[src/hw/pivm_params.svh]
// Constants for the peripheral interrupt vector map.
// Assumes it is included by the package and by the design files.
`ifndef PIVM_PARAMS_SVH
`define PIVM_PARAMS_SVH

`define PIVM_NUM_VECTORS      31
`define PIVM_FLAG_RESET       31'h0000_0000
// Vectors that own a source; reset entry and gaps stay zero
`define PIVM_VALID_MASK       31'h7F32_3FFE
`define PIVM_NMI_MASK         31'h0000_0002

`define PIVM_VEC_RESET        0
`define PIVM_VEC_SCAN_NMI     1
`define PIVM_VEC_SUPPLY       2
`define PIVM_VEC_PORT_A       3
`define PIVM_VEC_PORT_B       4
`define PIVM_VEC_PORT_C       5
`define PIVM_VEC_RT_COUNTER   6
`define PIVM_VEC_PERIODIC     7
`define PIVM_VEC_TA_OVF       8
`define PIVM_VEC_TA_HUNF      9
`define PIVM_VEC_TA_CMP0      10
`define PIVM_VEC_TA_CMP1      11
`define PIVM_VEC_TA_CMP2      12
`define PIVM_VEC_TIMER_B      13
`define PIVM_VEC_COMPARATOR   17
`define PIVM_VEC_CONV_RESULT  20
`define PIVM_VEC_CONV_WINDOW  21
`define PIVM_VEC_TW_TARGET    24
`define PIVM_VEC_TW_CTRL      25
`define PIVM_VEC_SERIAL_PERIPH 26
`define PIVM_VEC_SER_RX       27
`define PIVM_VEC_SER_TX_EMPTY 28
`define PIVM_VEC_SER_TX_DONE  29
`define PIVM_VEC_NVM_READY    30

`endif

[src/hw/pivm_pkg.sv]
// Types and helpers for the peripheral interrupt vector map.
// Assumes pivm_params.svh is on the include path.
`include "pivm_params.svh"

package pivm_pkg;

  typedef logic [`PIVM_NUM_VECTORS-1:0] pivm_vec_t;

  // One-hot word for a vector number
  function automatic pivm_vec_t pivm_bit(input int unsigned idx);
    pivm_vec_t one;
    one = pivm_vec_t'(1);
    return one << idx;
  endfunction : pivm_bit

endpackage : pivm_pkg

[src/hw/pivm_flag_bank.sv]
// Sticky flag bank, one flag per vector slot.
// Assumes set and clear are one-cycle pulses on clk_i.
`timescale 1ns/1ps
`default_nettype none
`include "pivm_params.svh"

module pivm_flag_bank (
  input  wire logic              clk_i,
  input  wire logic              reset_n_i,
  input  wire pivm_pkg::pivm_vec_t set_i,
  input  wire pivm_pkg::pivm_vec_t clear_i,
  output var  pivm_pkg::pivm_vec_t flag_o
);

  pivm_pkg::pivm_vec_t flag;
  pivm_pkg::pivm_vec_t next_flag;

  // Set wins over a clear in the same cycle; gaps never hold a flag
  always_comb begin
    next_flag = ((flag & ~clear_i) | set_i) & `PIVM_VALID_MASK;
  end

  always_ff @(posedge clk_i or negedge reset_n_i) begin
    if (!reset_n_i) begin
      flag <= `PIVM_FLAG_RESET;
    end else begin
      flag <= next_flag;
    end
  end

  assign flag_o = flag;

endmodule : pivm_flag_bank
`default_nettype wire

[src/hw/pivm_vector_map.sv]
// Peripheral interrupt gathering and fixed vector mapping.
// Assumes all condition, enable and clear inputs are on clk_i.
//
// How it works
// - Each assigned vector slot belongs to one peripheral; a peripheral may own several.
// - A detected condition sets its flag whether or not it is enabled.
// - Each source has a software-written enable bit gating its request.
// - A request is raised only in the cycle after enable and flag were both set.
// - Requests are levels held until the flag is cleared.
// - Global interrupt enable must also be set for any request except vector 1.
// - Memory-scan checksum non-maskable interrupt uses vector 1.
// - Supply monitor vector 2; port A, B, C pin changes vectors 3-5.
// - Real-time counter overflow/compare uses vector 6.
// - Periodic tick inside the real-time counter uses vector 7.
// - Timer A: overflow/low underflow 8, high underflow 9, compares 10-12.
// - Timer B combined interrupt uses vector 13.
// - Analog comparator interrupt uses vector 17.
// - Converter result ready uses vector 20, window compare 21.
// - Two-wire target side uses vector 24, controller side 25.
// - Serial peripheral interface combined interrupt uses vector 26.
// - Serial port: receive 27, transmit empty 28, transmit done 29.
// - Nonvolatile memory data ready uses vector 30.
`timescale 1ns/1ps
`default_nettype none
`include "pivm_params.svh"

module pivm_vector_map (
  input  wire logic                clk_i,
  input  wire logic                reset_n_i,
  input  wire logic                global_irq_enable_i,
  input  wire logic                timer_a_split_mode_i,
  input  wire logic                scan_checksum_nmi_i,
  input  wire logic                supply_level_monitor_irq_i,
  input  wire logic                port_a_pin_irq_i,
  input  wire logic                port_b_pin_irq_i,
  input  wire logic                port_c_pin_irq_i,
  input  wire logic                rt_counter_irq_i,
  input  wire logic                periodic_tick_irq_i,
  input  wire logic                timer_a_overflow_irq_i,
  input  wire logic                timer_a_low_underflow_irq_i,
  input  wire logic                timer_a_high_underflow_irq_i,
  input  wire logic                timer_a_compare0_irq_i,
  input  wire logic                timer_a_compare1_irq_i,
  input  wire logic                timer_a_compare2_irq_i,
  input  wire logic                timer_a_low_compare0_irq_i,
  input  wire logic                timer_a_low_compare1_irq_i,
  input  wire logic                timer_a_low_compare2_irq_i,
  input  wire logic                timer_b_irq_i,
  input  wire logic                comparator_irq_i,
  input  wire logic                converter_result_ready_irq_i,
  input  wire logic                converter_window_irq_i,
  input  wire logic                two_wire_target_irq_i,
  input  wire logic                two_wire_controller_irq_i,
  input  wire logic                serial_periph_irq_i,
  input  wire logic                serial_rx_complete_irq_i,
  input  wire logic                serial_tx_empty_irq_i,
  input  wire logic                serial_tx_complete_irq_i,
  input  wire logic                nvm_data_ready_irq_i,
  input  wire pivm_pkg::pivm_vec_t source_enable_bit_i,
  input  wire pivm_pkg::pivm_vec_t flag_clear_i,
  output var  pivm_pkg::pivm_vec_t irq_flag_reg_o,
  output var  pivm_pkg::pivm_vec_t irq_request_o
);

  pivm_pkg::pivm_vec_t set_vec;
  pivm_pkg::pivm_vec_t irq_request;
  pivm_pkg::pivm_vec_t next_irq_request;
  pivm_pkg::pivm_vec_t gate;

  // Condition to vector slot; split mode swaps the timer A sources
  always_comb begin
    set_vec = '0;
    if (scan_checksum_nmi_i) begin
      set_vec |= pivm_pkg::pivm_bit(`PIVM_VEC_SCAN_NMI);
    end
    if (supply_level_monitor_irq_i) begin
      set_vec |= pivm_pkg::pivm_bit(`PIVM_VEC_SUPPLY);
    end
    if (port_a_pin_irq_i) begin
      set_vec |= pivm_pkg::pivm_bit(`PIVM_VEC_PORT_A);
    end
    if (port_b_pin_irq_i) begin
      set_vec |= pivm_pkg::pivm_bit(`PIVM_VEC_PORT_B);
    end
    if (port_c_pin_irq_i) begin
      set_vec |= pivm_pkg::pivm_bit(`PIVM_VEC_PORT_C);
    end
    if (rt_counter_irq_i) begin
      set_vec |= pivm_pkg::pivm_bit(`PIVM_VEC_RT_COUNTER);
    end
    if (periodic_tick_irq_i) begin
      set_vec |= pivm_pkg::pivm_bit(`PIVM_VEC_PERIODIC);
    end
    if (timer_a_split_mode_i) begin
      if (timer_a_low_underflow_irq_i) begin
        set_vec |= pivm_pkg::pivm_bit(`PIVM_VEC_TA_OVF);
      end
      if (timer_a_high_underflow_irq_i) begin
        set_vec |= pivm_pkg::pivm_bit(`PIVM_VEC_TA_HUNF);
      end
      if (timer_a_low_compare0_irq_i) begin
        set_vec |= pivm_pkg::pivm_bit(`PIVM_VEC_TA_CMP0);
      end
      if (timer_a_low_compare1_irq_i) begin
        set_vec |= pivm_pkg::pivm_bit(`PIVM_VEC_TA_CMP1);
      end
      if (timer_a_low_compare2_irq_i) begin
        set_vec |= pivm_pkg::pivm_bit(`PIVM_VEC_TA_CMP2);
      end
    end else begin
      // High underflow only exists in split mode
      if (timer_a_overflow_irq_i) begin
        set_vec |= pivm_pkg::pivm_bit(`PIVM_VEC_TA_OVF);
      end
      if (timer_a_compare0_irq_i) begin
        set_vec |= pivm_pkg::pivm_bit(`PIVM_VEC_TA_CMP0);
      end
      if (timer_a_compare1_irq_i) begin
        set_vec |= pivm_pkg::pivm_bit(`PIVM_VEC_TA_CMP1);
      end
      if (timer_a_compare2_irq_i) begin
        set_vec |= pivm_pkg::pivm_bit(`PIVM_VEC_TA_CMP2);
      end
    end
    if (timer_b_irq_i) begin
      set_vec |= pivm_pkg::pivm_bit(`PIVM_VEC_TIMER_B);
    end
    if (comparator_irq_i) begin
      set_vec |= pivm_pkg::pivm_bit(`PIVM_VEC_COMPARATOR);
    end
    if (converter_result_ready_irq_i) begin
      set_vec |= pivm_pkg::pivm_bit(`PIVM_VEC_CONV_RESULT);
    end
    if (converter_window_irq_i) begin
      set_vec |= pivm_pkg::pivm_bit(`PIVM_VEC_CONV_WINDOW);
    end
    if (two_wire_target_irq_i) begin
      set_vec |= pivm_pkg::pivm_bit(`PIVM_VEC_TW_TARGET);
    end
    if (two_wire_controller_irq_i) begin
      set_vec |= pivm_pkg::pivm_bit(`PIVM_VEC_TW_CTRL);
    end
    if (serial_periph_irq_i) begin
      set_vec |= pivm_pkg::pivm_bit(`PIVM_VEC_SERIAL_PERIPH);
    end
    if (serial_rx_complete_irq_i) begin
      set_vec |= pivm_pkg::pivm_bit(`PIVM_VEC_SER_RX);
    end
    if (serial_tx_empty_irq_i) begin
      set_vec |= pivm_pkg::pivm_bit(`PIVM_VEC_SER_TX_EMPTY);
    end
    if (serial_tx_complete_irq_i) begin
      set_vec |= pivm_pkg::pivm_bit(`PIVM_VEC_SER_TX_DONE);
    end
    if (nvm_data_ready_irq_i) begin
      set_vec |= pivm_pkg::pivm_bit(`PIVM_VEC_NVM_READY);
    end
  end

  // One flag per slot, so no slot is shared by two peripherals
  pivm_flag_bank u_flags (
    .clk_i     (clk_i),
    .reset_n_i (reset_n_i),
    .set_i     (set_vec),
    .clear_i   (flag_clear_i),
    .flag_o    (irq_flag_reg_o)
  );

  // Non-maskable slot ignores the global enable, by its nature
  always_comb begin
    gate = global_irq_enable_i ? `PIVM_VALID_MASK : `PIVM_NMI_MASK;
    next_irq_request = irq_flag_reg_o & source_enable_bit_i
                     & gate & `PIVM_VALID_MASK;
  end

  // Level output follows the flag, not the condition
  always_ff @(posedge clk_i or negedge reset_n_i) begin
    if (!reset_n_i) begin
      irq_request <= `PIVM_FLAG_RESET;
    end else begin
      irq_request <= next_irq_request;
    end
  end

  assign irq_request_o = irq_request;

  chk_reset_slot_idle: assert property (
    @(posedge clk_i) disable iff (!reset_n_i)
    !irq_request_o[`PIVM_VEC_RESET] && !irq_flag_reg_o[`PIVM_VEC_RESET])
    else $error("reset vector requested");

  chk_gap_slots_idle: assert property (
    @(posedge clk_i) disable iff (!reset_n_i)
    (irq_request_o & ~`PIVM_VALID_MASK) == '0)
    else $error("unassigned vector requested");

  chk_request_needs_both: assert property (
    @(posedge clk_i) disable iff (!reset_n_i)
    ##1 (irq_request_o
         & ~$past(irq_flag_reg_o & source_enable_bit_i)) == '0)
    else $error("request without flag and enable");

  chk_global_gate: assert property (
    @(posedge clk_i) disable iff (!reset_n_i)
    !global_irq_enable_i |=> (irq_request_o & ~`PIVM_NMI_MASK) == '0)
    else $error("request while globally disabled");

  chk_flag_ignores_enable: assert property (
    @(posedge clk_i) disable iff (!reset_n_i)
    supply_level_monitor_irq_i && !source_enable_bit_i[`PIVM_VEC_SUPPLY]
    |=> irq_flag_reg_o[`PIVM_VEC_SUPPLY])
    else $error("disabled source did not set flag");

  chk_level_holds: assert property (
    @(posedge clk_i) disable iff (!reset_n_i)
    irq_flag_reg_o[`PIVM_VEC_SUPPLY] && !supply_level_monitor_irq_i
    && !flag_clear_i[`PIVM_VEC_SUPPLY]
    && source_enable_bit_i[`PIVM_VEC_SUPPLY] && global_irq_enable_i
    |=> irq_request_o[`PIVM_VEC_SUPPLY] ##0 irq_flag_reg_o[`PIVM_VEC_SUPPLY])
    else $error("request dropped without clear");

  chk_clear_drops: assert property (
    @(posedge clk_i) disable iff (!reset_n_i)
    flag_clear_i[`PIVM_VEC_PORT_A] && !port_a_pin_irq_i
    |=> !irq_flag_reg_o[`PIVM_VEC_PORT_A] ##1 !irq_request_o[`PIVM_VEC_PORT_A])
    else $error("clear did not withdraw request");

  chk_set_wins: assert property (
    @(posedge clk_i) disable iff (!reset_n_i)
    port_b_pin_irq_i && flag_clear_i[`PIVM_VEC_PORT_B]
    |=> irq_flag_reg_o[`PIVM_VEC_PORT_B])
    else $error("set lost to clear");

  chk_nmi_slot: assert property (
    @(posedge clk_i) disable iff (!reset_n_i)
    scan_checksum_nmi_i ##1 source_enable_bit_i[`PIVM_VEC_SCAN_NMI]
    |=> irq_request_o[`PIVM_VEC_SCAN_NMI])
    else $error("checksum nmi not on vector 1");

  chk_split_slot: assert property (
    @(posedge clk_i) disable iff (!reset_n_i)
    timer_a_split_mode_i && timer_a_low_underflow_irq_i
    |=> irq_flag_reg_o[`PIVM_VEC_TA_OVF])
    else $error("low underflow not on vector 8");

  chk_port_c_slot: assert property (
    @(posedge clk_i) disable iff (!reset_n_i)
    port_c_pin_irq_i |=> irq_flag_reg_o[`PIVM_VEC_PORT_C])
    else $error("port c not on vector 5");

endmodule : pivm_vector_map
`default_nettype wire

[config.mk]
export PLATFORM = sky130hd
export DESIGN_NAME = pivm_vector_map
export DESIGN_NICKNAME = d
export VERILOG_FILES = /design/src/hw/pivm_pkg.sv /design/src/hw/pivm_flag_bank.sv /design/src/hw/pivm_vector_map.sv
export VERILOG_INCLUDE_DIRS = /design/src /design/src/hw
export SDC_FILE = /design/constraint.sdc
export NUM_CORES = 1
export LEC_CHECK = 0
export BUFFER_PORTS_ARGS = -buffer_cell sky130_fd_sc_hd__clkbuf_2
export CORE_MARGIN = 2
export CORE_UTILIZATION = 37
export CTS_CLUSTER_SIZE = 40
export DETAILED_ROUTE_END_ITERATION = 12
export GPL_ROUTABILITY_DRIVEN = 1
export PLACE_DENSITY_LB_ADDON = 0.08
export SLEW_MARGIN = 20
export SYNTH_ARGS = -nofsm -noshare
export SYNTH_HDL_FRONTEND = slang
export SYNTH_SLANG_ARGS = --single-unit
export TNS_END_PERCENT = 5
[constraint.sdc]
create_clock -name clk_i -period 0.92 [get_ports clk_i]
set_input_delay 0.184 -clock clk_i [delete_from_list [all_inputs] [get_ports clk_i]]
set_output_delay 0.184 -clock clk_i [all_outputs]
set_load 0.005 [all_outputs]
==> Word-level counts from Yosys, hierarchy flattened <==
Index checks and enable logic that the tools add are counted.
{ "word_totals": {"regBits": 46, "inputBits": 93, "out_inout_bits": 62, "wordCells": 45} }
{ "op_classes": {"muxes": 38, "bitwise_logic": 5} }
{ "ops": {"columns": ["operator", "n"], "rows": [
  ["$mux 31", 12],
  ["$and 31x31->31", 3],
  ["$not 31->31", 1],
  ["$or 31x31->31", 1],
  ["$mux 30", 1],
  ["$mux 29", 1],
  ["$mux 28", 1],
  ["$mux 27", 1],
  ["$mux 13", 2],
  ["$mux 26", 1],
  ["$mux 25", 1],
  ["$mux 12", 2],
  ["$mux 11", 2],
  ["$mux 22", 1],
  ["$mux 21", 1],
  ["$mux 18", 1],
  ["$mux 9", 2],
  ["$mux 14", 1],
  ["$mux 10", 1],
  ["$mux 8", 1],
  ["$mux 7", 1],
  ["$mux 6", 1],
  ["$mux 5", 1],
  ["$mux 4", 1],
  ["other kinds (2)", 2]
]} }

==> Longest topological paths before layout <==
{ "depth": {"word_depth": 30, "ltp_mapped": 3, "ltp_nobuf": 2} }

==> Cells and area by module <==
From an unflattened synthesis, not the netlist that was laid out.
{ "unflattened": {"cells_unflattened": 140, "area_unflattened_um2": 1749.2} }
{ "by_module_without_submodules": {"columns": ["module", "instances", "cells_each", "area_each_um2", "seq_area_each_um2"], "rows": [
  ["pivm_flag_bank", 1, 78, 898.4, 575.6],
  ["pivm_vector_map", 1, 62, 850.8, 575.6]
]} }

==> Least setup slack after synthesis <==
OpenSTA, ideal clock, no wires.
{ "synth_path": {"kind": "register -> register", "start": "register u_flags.flag[29] (netlist: u_flags.flag_o[29])", "end": "register irq_request[29] (netlist: irq_request_o[29])", "setup_time_ns": 0.120, "arrival_ns": 0.563, "required_time_ns": 0.800, "slack_ns": 0.237, "path_stages_with_launch": 2, "path_buffers": 0, "period_less_slack_ns": 0.683, "cell_sequence": "dfrtp_1 -> and3_2"} }
{ "synth_between": {"elab_chain_len": 2} }
{ "synth_rtl": {"columns": ["element", "line", "rtl"], "rows": [
  ["start: declaration", "pivm_flag_bank.sv:15", "pivm_pkg::pivm_vec_t flag;"],
  ["start signal: assignment", "pivm_flag_bank.sv:25", "flag <= `PIVM_FLAG_RESET;"],
  ["start signal: assignment", "pivm_flag_bank.sv:27", "flag <= next_flag;"],
  ["$and 31x31->31", "pivm_vector_map.sv:172", "next_irq_request = irq_flag_reg_o & source_enable_bit_i"],
  ["$and 31x31->31", "pivm_vector_map.sv:173", "& gate & `PIVM_VALID_MASK;"],
  ["via next_irq_request[29]", "pivm_vector_map.sv:67", "pivm_pkg::pivm_vec_t next_irq_request;"],
  ["end signal: assignment", "pivm_vector_map.sv:179", "irq_request <= `PIVM_FLAG_RESET;"],
  ["end signal: assignment", "pivm_vector_map.sv:181", "irq_request <= next_irq_request;"],
  ["end: declaration", "pivm_vector_map.sv:66", "pivm_pkg::pivm_vec_t irq_request;"]
]} }
The timed path passes the listed nets, and every way through them passes these cells.

==> Final worst setup path <==
{ "layout_path": {"start": "register u_flags.flag[6] (netlist: u_flags.flag_o[6])", "end": "output irq_flag_reg_o[6]"} }
{ "layout_lines": {"columns": ["element", "line", "rtl"], "rows": [
  ["end: declaration", "pivm_vector_map.sv:61", "output var pivm_pkg::pivm_vec_t irq_flag_reg_o,"]
]} }
No word-level cell between the ends.

==> flow_metrics.tcl <==
set metrics [dict create \
    outcome "finished with violations" \
    violations "setup timing" \
    ys_ff_latch 46 \
    vias 1387 \
    grt_max_degree 47 \
    cts_tree "built" \
    cts_buffer_depth 2 \
    ant_nets 0 \
    regArea_um2 1150 \
    rows 24 \
    max-cap-violations 0 \
    crit_required_ns 0.74 \
    drcViolationCount 0 \
    maxSlewViolCount 0 \
    skew_ns 0.00788 \
    cp_max_fo 3 \
    wl_mm 3.86 \
    setup_slack_ns -0.0783 \
    h-tree-depth 2 \
    path_delay_family "flip-flops" \
    slowest_delay_ns 0.41 \
    ys_seq_area_share_pct 65.9 \
    fill_cells 433 \
    overflow 0 \
    root_buffer "clkbuf_8" \
    min_period_over_period_pct 109 \
    antennaDiodeCount 0 \
    reg2regPathDepth 2 \
    dp_hpwl_mm 2.95 \
    crit_slowest_cell "dfrtp_1" \
    first_pass_iters 4 \
    gp_congestion 0.738 \
    dieArea_um2 5280 \
    worstSkewPairLatency_ns 0.29 \
    drt-initial-drc-count 64 \
    die_h_um 72.7 \
    hold_ws_ns 0.0418 \
    final.setup.tns_ns -1.94 \
    portBuffers 122 \
    drive_gt1_share_pct 50.4 \
    crit_buf_inv 1 \
    synth.avg_cell_area_um2 12.5 \
    leakagePower_uw 0.00159 \
    clock.fmax_mhz 1000 \
    final_area_um2 2500 \
    vias_per_cell 4.23 \
    worstPathCellList "clkbuf_2" \
    cts_resized 0 \
    clock-sinks 46 \
    area_growth_pct 43.1 \
    grt.total_usage_pct 14.2 \
    rsz0062_at_grt "true" \
    grt_pass1_wl_mm 5.69 \
    end_kind "primary output" \
    r2r_slack_ns 0.14 \
    multi_input_area_um2 410 \
    core_area_um2 4440 \
    placed_area_um2 2370 \
    yosysUniqueCellTypes 13 \
    crit_arrival_ns 0.81 \
    grt_pass1_vias 1208 \
    utilization_pct 56.2 \
    setup_viol 46 \
    post_drt_wl_per_cell_um 11.8 \
    totalPowerFinal_uw 3900 \
    synth_area_um2 1750 \
    min-delay-path-class "in -> reg" \
    antenna_found_initial 0 \
    crit_type "reg -> out" \
    ios 155 \
    nNetsFinal 369 \
    cts_made_buffers 5 \
    hold-path-cell-count 2 \
    synthCells 140 \
    cp-start-kind "flip-flop" \
    yosys_warnings 0 \
    initial_core_util_pct 39.3 \
    max-vdd-ir-drop_v 0.000764 \
    power.density_nw_per_um2 1560 \
    fin_crit_ns 0.998 \
    path_depth 1 \
    die_w_um 72.7 \
    timing_hold_violations_final 0 \
    clk_pin_slew_ns 0.08 \
]
==> layout by cell type (no fill, tap or decap) <==
| cell type | count |
|---|---|
| nand2_1 | 1 |
| and3_1 | 20 |
| clkbuf_1 | 2 |
| a21o_1 | 18 |
| dlygate4sd3_1 | 1 |
| conb_1 | 16 |
| clkbuf_8 | 5 |
| o21ai_1 | 4 |
| dfrtp_1 | 46 |
| inv_1 | 23 |
| mux2i_1 | 4 |
| clkbuf_2 | 122 |
| and2_1 | 1 |
| o21ai_0 | 1 |
| buf_12 | 1 |
| buf_4 | 9 |
| and3_2 | 2 |
==> cells in the mapped netlist, drive strengths merged <==
cell,number,share of area [%]
conb,1,0.21
and2,1,0.36
buf,19,8.8
nand2,1,0.21
a21o,18,7.7
o21ai,5,1.4
mux2i,4,2.3
dfrtp,46,66
inv,23,4.9
and3,22,8.0
==> cell families (layout without fill, tap and decap cells) <==
kind of cell,count (synthesis),after routing,share of synthesized area [%]
flops,46,46,65.9
buf+inv,42,163,13.8
simple gates,24,24,8.60
compound gates,23,23,9.18
mux,4,4,2.29
other cells,1,16,0.215
==> worst register-to-register path: cells and delay by family, from the launching register on <==
kind / cells / cell delay (ns)
DFF: 1 / 0.39
and+or+nand+nor: 1 / 0.16
buffers and inverters: 1 / 0.13
==> power breakdown <==
group | switching (uW) | leakage (uW) | internal (uW)
Clock | 622 | 0.0000383 | 524
Sequential | 61.5 | 0.000554 | 2150
Combinational | 232 | 0.000998 | 318
Total | 915 | 0.00159 | 2990
==> state kept, by name, indices dropped and copies added, names as in the netlist <==
name            flops
irq_request_o      23
u_flags.flag_o     23
==> per-layer routing <==
layer  routed length (um)  GRT usage, %  part of all wire [%]  vias up
li1                     -             -                     -      687
met1                 1650          19.0                    43      608
met2                 1790          22.4                    46       86
met3                  348          3.04                   9.0        6
met4                   68          6.17                   1.8        0
met5                    0             0                     0        -
==> repair_timing <==
action                                  4_1_cts  5_1_grt
endpoints found under the hold margin        46        0
buffers inserted                              5        1
hold buffers                                  1        0
endpoints found under the setup margin       46       46
==> final timing paths <==
| kind | from | endpoint |
|---|---|---|
| setup / recovery | u_flags.flag_o[6] | irq_flag_reg_o[6] |
| hold / removal | flag_clear_i[10] | u_flags.flag_o[10] |
| setup reg to reg | u_flags.flag_o[2] | irq_request_o[2] |
| hold reg to reg | u_flags.flag_o[1] | u_flags.flag_o[1] |
| max in group asynchronous | reset_n_i | u_flags.flag_o[27] |
| min in group asynchronous | reset_n_i | irq_request_o[9] |
==> cell type report <==
cell class	instances	area share, %
inverter	23	3.46
tap	52	2.61
multi-input combinational	67	16.4
sequential	46	46.1
timing repair buffer	133	28.4
clock buffer	7	3.06
==> per-stage QoR <==
step / std cells / setup WS [ns]
after CTS: 327 / -0.0880
final: 328 / -0.0783
after global routing: 328 / -0.120
after floorplan: 155 / 0.237
after global placement: 314 / 0.152
after detailed placement: 314 / 0.152
(Power assumes the default switching activity.)
